<file path="src/hw/dcwd_defs.svh">
// Constants for the disk card watchdog and write protect block
`ifndef DCWD_DEFS_SVH
`define DCWD_DEFS_SVH

`define DCWD_OFS_WP         2'h0
`define DCWD_OFS_WD         2'h3
`define DCWD_WP_SET         8'h80
`define DCWD_WP_CLR         8'h00
`define DCWD_WD_OFF         8'h00
`define DCWD_WD_BASE        5'h10
`define DCWD_CLK_HZ         25000000
`define DCWD_HALF_UNIT_S    3
`define DCWD_HALF_UNIT_CYC  (`DCWD_CLK_HZ * `DCWD_HALF_UNIT_S)
`define DCWD_RST_PULSE_NS   1000
`define DCWD_RST_PULSE_CYC  ((`DCWD_RST_PULSE_NS + 39) / 40)
`define DCWD_BLINK_HALVES   4'h1

`endif

</file>
<file path="src/hw/dcwd_pkg.sv">
// Types for the disk card watchdog and write protect block
package dcwd_pkg;
	typedef struct packed {
		logic       wr;
		logic [1:0] ofs;
		logic [7:0] data;
	} dcwd_io_wr_t;

	typedef struct packed {
		logic flash_wr;
		logic sram_wr;
	} dcwd_mem_wr_t;

	typedef enum logic [1:0] {
		DCWD_IDLE  = 2'b00,
		DCWD_COUNT = 2'b01,
		DCWD_FIRE  = 2'b10
	} dcwd_state_t;
endpackage : dcwd_pkg

</file>
<file path="src/hw/dcwd_tick.sv">
// Half-unit time base divider: one enable pulse per half unit
`timescale 1ns/1ps
`default_nettype none
`include "dcwd_defs.svh"
module dcwd_tick
	import dcwd_pkg::*;
#(
	parameter int unsigned HALF_CYC = `DCWD_HALF_UNIT_CYC
)(
	input  wire logic ref_clk_i,
	input  wire logic rst_n_i,
	input  wire logic clr_i,
	output logic      tick_o
);
	logic [31:0] cnt_q;

	// Restart on clear so a trigger realigns the time base
	always_ff @(posedge ref_clk_i or negedge rst_n_i)
	begin
		if (!rst_n_i)
			cnt_q <= 32'h0;
		else if (clr_i || cnt_q == HALF_CYC - 1)
			cnt_q <= 32'h0;
		else
			cnt_q <= cnt_q + 32'h1;
	end

	assign tick_o = !clr_i && (cnt_q == HALF_CYC - 1);
endmodule : dcwd_tick
`default_nettype wire

</file>
<file path="src/hw/dcwd_top.sv">
// Watchdog timer and write protect control of the disk card
`timescale 1ns/1ps
`default_nettype none
`include "dcwd_defs.svh"
module dcwd_top
	import dcwd_pkg::*;
#(
	parameter int unsigned HALF_CYC = `DCWD_HALF_UNIT_CYC
)(
	input  wire logic         ref_clk_i,
	input  wire logic         rst_n_i,
	input  wire dcwd_io_wr_t  io_i,
	input  wire dcwd_mem_wr_t mem_wr_i,
	input  wire logic         protect_select_switch_a_i,
	input  wire logic         protect_select_switch_b_i,
	output logic              flash_wr_en_o,
	output logic              sram_wr_en_o,
	output logic              wr_refused_o,
	output logic              sys_reset_o,
	output logic              wd_led_o
);
	////////////////////////////////////////////////////////////////////////
	// Overview
	// Two concerns share the host port decode. The protect half gates the
	// disk memory write strobes combinationally, so a refused write never
	// reaches an array, not even for one cycle. The watchdog half counts
	// half units from a divider enable, so one fast clock serves both and
	// there is no second clock domain to cross.
	// Limitation: a half unit is an exact cycle count, so every time-out
	// is only as accurate as the reference clock.
	// The reset pulse ends in the disabled state, so software that keeps
	// running after the pulse must enable the watchdog again.
	// Writes to offsets one and two are not decoded here.

	// Watchdog state and timing
	dcwd_state_t state_q;
	logic [2:0]  factor_q;
	logic [3:0]  halves_q;
	logic [3:0]  limit_d;
	logic [5:0]  pulse_q;
	logic        tick;
	// LED blinker
	logic [3:0]  blink_q;
	logic        led_q;
	// Protection
	logic        sw_wp_q;
	logic        refused_q;
	logic        hw_wp;
	logic        flash_wp;
	// Port decode
	logic        wp_wr;
	logic        wd_wr;
	logic        wd_valid;
	logic        wd_off;

	// Time-out expressed in half units: code 0 is one half, else 2*code
	function automatic logic [3:0] dcwd_limit(input logic [2:0] f);
		if (f == 3'h0)
			return 4'h1;
		return {f, 1'b0};
	endfunction : dcwd_limit

	// Write strobe aimed at one port offset; shared by both decoders
	function automatic logic dcwd_hit(input dcwd_io_wr_t io,
		input logic [1:0] ofs);
		return io.wr && io.ofs == ofs;
	endfunction : dcwd_hit

	////////////////////////////////////////////////////////////////////////
	// Port decode
	// Only full codes are decoded; stray bytes fall through untouched
	assign wp_wr    = dcwd_hit(io_i, `DCWD_OFS_WP);
	assign wd_wr    = dcwd_hit(io_i, `DCWD_OFS_WD);
	assign wd_valid = wd_wr && io_i.data[7:3] == `DCWD_WD_BASE;
	assign wd_off   = wd_wr && io_i.data == `DCWD_WD_OFF;
	assign limit_d  = dcwd_limit(factor_q);

	// Software protect latch; other data codes leave it alone
	// Reset clears it, so protection must be set again after any reset
	always_ff @(posedge ref_clk_i or negedge rst_n_i)
	begin
		if (!rst_n_i)
			sw_wp_q <= 1'b0;
		else if (wp_wr)
		begin
			if (io_i.data == `DCWD_WP_SET)
				sw_wp_q <= 1'b1;
			else if (io_i.data == `DCWD_WP_CLR)
				sw_wp_q <= 1'b0;
		end
	end

	////////////////////////////////////////////////////////////////////////
	// Protection gating
	// Enables are combinational so a blocked strobe is never seen by the
	// array; the switch pair guards flash only, the latch guards both
	assign hw_wp    = protect_select_switch_a_i && !protect_select_switch_b_i;
	assign flash_wp = sw_wp_q || hw_wp;
	assign flash_wr_en_o = mem_wr_i.flash_wr && !flash_wp;
	assign sram_wr_en_o  = mem_wr_i.sram_wr && !sw_wp_q;

	// Refusal flag, held one cycle so the disk firmware can sample it
	// Registered so the flag cannot glitch with the request decode
	always_ff @(posedge ref_clk_i or negedge rst_n_i)
	begin
		if (!rst_n_i)
			refused_q <= 1'b0;
		else
			refused_q <= (mem_wr_i.flash_wr && flash_wp) ||
				(mem_wr_i.sram_wr && sw_wp_q);
	end
	assign wr_refused_o = refused_q;

	////////////////////////////////////////////////////////////////////////
	// Time base restarts on every valid watchdog write
	// Without the restart a trigger could see a tick almost at once
	dcwd_tick #(
		.HALF_CYC (HALF_CYC)
	) u_tick (
		.ref_clk_i (ref_clk_i),
		.rst_n_i   (rst_n_i),
		.clr_i     (wd_valid || wd_off),
		.tick_o    (tick)
	);

	// Watchdog state; unlisted codes are ignored entirely
	always_ff @(posedge ref_clk_i or negedge rst_n_i)
	begin
		if (!rst_n_i)
			state_q <= DCWD_IDLE;
		else
		begin
			unique case (state_q)
				// Only a listed code enables; anything else is ignored
				DCWD_IDLE:
					if (wd_valid)
						state_q <= DCWD_COUNT;
				// A trigger outranks a time-out landing in the same cycle
				DCWD_COUNT:
					if (wd_off)
						state_q <= DCWD_IDLE;
					else if (!wd_valid && tick && halves_q + 4'h1 >= limit_d)
						state_q <= DCWD_FIRE;
				// Pulse length is fixed; writes are ignored until it ends
				DCWD_FIRE:
					if (pulse_q == 6'(`DCWD_RST_PULSE_CYC - 1))
						state_q <= DCWD_IDLE;
				default:
					state_q <= DCWD_IDLE;
			endcase
		end
	end

	// Factor register; new code governs the interval it starts
	// Only listed codes load it, so a stray byte cannot alter a period
	always_ff @(posedge ref_clk_i or negedge rst_n_i)
	begin
		if (!rst_n_i)
			factor_q <= 3'h0;
		else if (wd_valid)
			factor_q <= io_i.data[2:0];
	end

	// Elapsed half units, cleared by a trigger
	// Held at zero outside counting so every enable starts clean
	always_ff @(posedge ref_clk_i or negedge rst_n_i)
	begin
		if (!rst_n_i)
			halves_q <= 4'h0;
		else if (wd_valid || wd_off || state_q != DCWD_COUNT)
			halves_q <= 4'h0;
		else if (tick)
			halves_q <= halves_q + 4'h1;
	end

	// Fixed width reset pulse
	// Counts only while firing; the state machine ends the pulse
	always_ff @(posedge ref_clk_i or negedge rst_n_i)
	begin
		if (!rst_n_i)
			pulse_q <= 6'h0;
		else if (state_q == DCWD_FIRE)
			pulse_q <= pulse_q + 6'h1;
		else
			pulse_q <= 6'h0;
	end
	assign sys_reset_o = state_q == DCWD_FIRE;

	////////////////////////////////////////////////////////////////////////
	// LED lit at enable and on every trigger, then toggled each half unit
	// while counting; dark from the cycle after a disable, and from the second cycle of a reset pulse
	always_ff @(posedge ref_clk_i or negedge rst_n_i)
	begin
		if (!rst_n_i)
		begin
			led_q   <= 1'b0;
			blink_q <= 4'h0;
		end
		else if (wd_valid && state_q != DCWD_FIRE)
		begin
			led_q   <= 1'b1;
			blink_q <= 4'h0;
		end
		else if (state_q != DCWD_COUNT || wd_off)
		begin
			led_q   <= 1'b0;
			blink_q <= 4'h0;
		end
		else if (tick)
		begin
			if (blink_q + 4'h1 >= `DCWD_BLINK_HALVES)
			begin
				led_q   <= !led_q;
				blink_q <= 4'h0;
			end
			else
				blink_q <= blink_q + 4'h1;
		end
	end
	assign wd_led_o = led_q;
endmodule : dcwd_top
`default_nettype wire

</file>
<file path="config.mk">
export PLATFORM = sky130hd
export DESIGN_NAME = dcwd_top
export DESIGN_NICKNAME = d
export VERILOG_FILES = /design/src/hw/dcwd_pkg.sv /design/src/hw/dcwd_tick.sv /design/src/hw/dcwd_top.sv
export VERILOG_INCLUDE_DIRS = /design/src /design/src/hw
export SDC_FILE = /design/constraint.sdc
export NUM_CORES = 1
export LEC_CHECK = 0
export BUFFER_PORTS_ARGS = -buffer_cell sky130_fd_sc_hd__buf_4
export CORE_ASPECT_RATIO = 1.5
export CORE_MARGIN = 4
export CORE_UTILIZATION = 54
export CTS_CLUSTER_SIZE = 16
export DETAILED_ROUTE_END_ITERATION = 10
export HOLD_SLACK_MARGIN = 0.15
export PLACE_DENSITY_LB_ADDON = 0.08
export SLEW_MARGIN = 20
export SYNTH_ARGS = -nofsm -noshare
export SYNTH_HDL_FRONTEND = slang
export SYNTH_SLANG_ARGS = --single-unit
</file>
<file path="constraint.sdc">
create_clock -name ref_clk_i -period 2.35 [get_ports ref_clk_i]
set_clock_uncertainty 0.15 [all_clocks]
set_input_delay 0.47 -clock ref_clk_i [delete_from_list [all_inputs] [get_ports ref_clk_i]]
set_output_delay 0.47 -clock ref_clk_i [all_outputs]
set_load 0.02 [all_outputs]
</file>
==> flow_summary.json <==
{
  "maxSlewViolCount": 0,
  "synth_cell_type_count": 33,
  "dr.first_iter.drc_count": 134,
  "comb_power_share": 0.241,
  "grt_pass1_vias": 2323,
  "worstHoldStart": "mem_wr_i[0]",
  "clkTransAtPathRegs_ns": 0.09,
  "vias_per_cell": 5.386,
  "finish.utilization": 0.6822,
  "pre_cts_slack_ns": -0.02045,
  "r2r_end": "halves_q[3]",
  "multiInputGateArea_sq_um": 1409,
  "setup_ws_ns": 0.1032,
  "antenna_left": 0,
  "cts_tree": "yes",
  "powerDensity_nw_per_um2": 647.8,
  "cp.buffers_inverters": 0,
  "power_switching_share": 0.3144,
  "endpoint_kind": "flip-flop",
  "path_cells": "ha_2 -> nand2_2 -> or3_4 -> or4_4 -> or3_1 -> a21oi_1",
  "dieArea_sq_um": 6415,
  "p_int_mw": 1.493,
  "r2r_setup_slack_ns": 0.10,
  "maxSlewHeadroom": 0.5434,
  "hpwl_mm": 4.315,
  "cts_sinks": 54,
  "cts_root_buffer": "clkbuf_8",
  "p_sw_mw": 0.6844,
  "row_count": 31,
  "finalSetupViolCount": 0,
  "grt_usage": 0.2051,
  "fmax_mhz": 445.1,
  "cp_slowest_cell": "or4_4",
  "vdd_ir_drop_max_uv": 436.2,
  "fin_cells": 417,
  "clkLatencyLatePin_ns": 0.31,
  "grt_start_max_net_pins": 55,
  "layout.nets": 377,
  "avgRoutedWirePerCell_um": 14.00,
  "grt_overflow_total": 0,
  "startpoint_type": "flip-flop",
  "avgSynthCellArea_sq_um": 9.380,
  "max_stage_delay_ns": 0.48,
  "drv_cap": 0,
  "startpoint": "u_tick.cnt_q[1]",
  "antenna_found_initial": 0,
  "portBuffers": 21,
  "mostFrequentLayoutCell": "dfrtp_1",
  "critPathKind": "flip-flop to flip-flop",
  "synth-seq-cells": 54,
  "die_w_um": 66.75,
  "p_leak_nw": 1.537,
  "whs_ns": 0.2486,
  "power_frac_seq": 0.524,
  "reg2regPathDepth": 6,
  "synth_warnings": 0,
  "fin_crit_sh": 0.9561,
  "synthCells": 298,
  "numPlacedInstances": 408,
  "regToRegStartpoint": "u_tick.cnt_q[1]",
  "crit_family": "simple AND/OR/NAND/NOR gates",
  "fill_cells": 438,
  "final.setup.tns_ns": 0,
  "worst_slew_pin_slew_ns": 0.6849,
  "area.sequential_sq_um": 1351,
  "drc": 0,
  "htreeDepth": 2,
  "min_path_type": "primary input to flip-flop",
  "first_pass_iters": 4,
  "ys_seq_area_frac": 0.4834,
  "die_h_um": 96.12,
  "syn-cell-area_sq_um": 2795,
  "area_delta_synth_final_pct": 20.23,
  "cp.arrival_ns": 2.33,
  "drt_wl_total_mm": 5.840,
  "crit_cells": 6,
  "path_max_fanout": 8,
  "status": "completed",
  "io_pins": 22,
  "max-clock-path-buffers": 2,
  "syn_nets": 325,
  "finalHoldViolations": 0,
  "fin_crit_ns": 2.247,
  "drive_above_1_share": 0.1966,
  "gp_congestion": 0.8700,
  "endpoint": "halves_q[3]",
  "start_util": 0.5674,
  "worstPathRequired_ns": 2.43,
  "final_cell_mix": "dfrtp_1, nor2_1, buf_4",
  "pwr-share-clk": 0.235,
  "core_area_sq_um": 4926,
  "num_antenna_cells": 0,
  "grt_pass1_wl_mm": 10.14,
  "numCtsBuffers": 5,
  "via_count": 2246
}
cell usage after synthesis, drive strengths merged:
cell type,count,area (sq um)
dfrtp,54,1351
nor2,52,195.2
xor2,27,236.5
nand2,26,100.1
nand3,22,110.1
nand4,13,81.33
inv,12,45.04
ha,10,125.1
xnor2,10,87.58
nor4,9,62.56
o21ai,9,45.04
a21oi,8,40.04
and3,8,50.05
nor3,8,40.04
or3,5,31.28
buf,4,20.02
mux2,4,45.04
nor2b,3,18.77
nand2b,2,12.51
nor4b,2,17.52
a31o,1,8.760
and2,1,6.260
and4,1,8.760
nand3b,1,7.510
nor3b,1,7.510
o2111ai,1,8.760
o21a,1,7.510
o311ai,1,8.760
or3b,1,8.760
or4,1,7.510
what timing repair did:
action,CTS,global route
hold endpoints to repair,54,0
pin swaps,0,1
buffers inserted,0,0
setup endpoints to repair,2,3
gates resized for setup,1,5
hold buffers,1,0
worst reg2reg max path, stage by stage (launching register included):
cell	delay, ns
dfrtp_1	0.40
ha_2	0.21
nand2_2	0.06
or3_4	0.37
or4_4	0.48
or3_1	0.37
a21oi_1	0.14
layer usage:
layer | GRT usage | share of wire | up-vias
met5 | 0 | 0 | -
met4 | 0.07966 | 0.020 | 0
met3 | 0.03037 | 0.017 | 8
met2 | 0.3833 | 0.56 | 19
met1 | 0.2291 | 0.40 | 1089
li1 | - | - | 1130
per-stage QoR:
stage	cell area, sq um	power [mW]
floorplan	2795	1.450
global route	3361	2.319
finish	3361	2.177
CTS	3334	2.198
detailed placement	3231	1.677
global placement	3231	1.664
how the worst min path moves through the flow:
stage                         to  slack [ns]  cells after the start
finish              wr_refused_o        0.25                      3
global route        wr_refused_o        0.25                      3
CTS                 wr_refused_o        0.25                      3
detailed placement    pulse_q[0]        0.33                      1
global placement      pulse_q[0]        0.32                      1
floorplan             blink_q[0]        0.02                      0
flip-flops by register name, summed over array words and instances (netlist names):
register,count
blink_q,4
sw_wp_q,1
factor_q,3
wd_led_o,1
u_tick.cnt_q,32
pulse_q,6
wr_refused_o,1
halves_q,4
state_q,2
power by group through the flow:
stage / Clock [mW] / Combinational (mW) / Sequential, mW
global route: 0.565 / 0.595 / 1.16
CTS: 0.533 / 0.529 / 1.14
floorplan: 0 / 0.301 / 1.15
global placement: 0 / 0.513 / 1.15
finish: 0.512 / 0.525 / 1.14
detailed placement: 0 / 0.522 / 1.16
cells by family (layout without fill, tap and decap cells):
group                      count (synthesis)  in the layout  share of synthesized area
and+or+nand+nor                          156            156                     0.2740
DFF                                       54             54                     0.4834
xor gates and xnor gates                  37             37                     0.1159
AOI/OAI and AO/OA                         21             21                    0.04253
buffers and inverters                     16             69                    0.02328
adders and majority gates                 10             10                    0.04476
muxes                                      4              4                    0.01611
final cells by class:
class / count / share of cell area
Clock inverter: 3 / 0.006329
Tap cell: 66 / 0.02457
Multi-Input combinational cell: 228 / 0.4192
Inverter: 12 / 0.01340
Sequential cell: 54 / 0.4021
Timing Repair Buffer: 49 / 0.1139
Clock buffer: 5 / 0.02048
(Power assumes the default switching activity.)
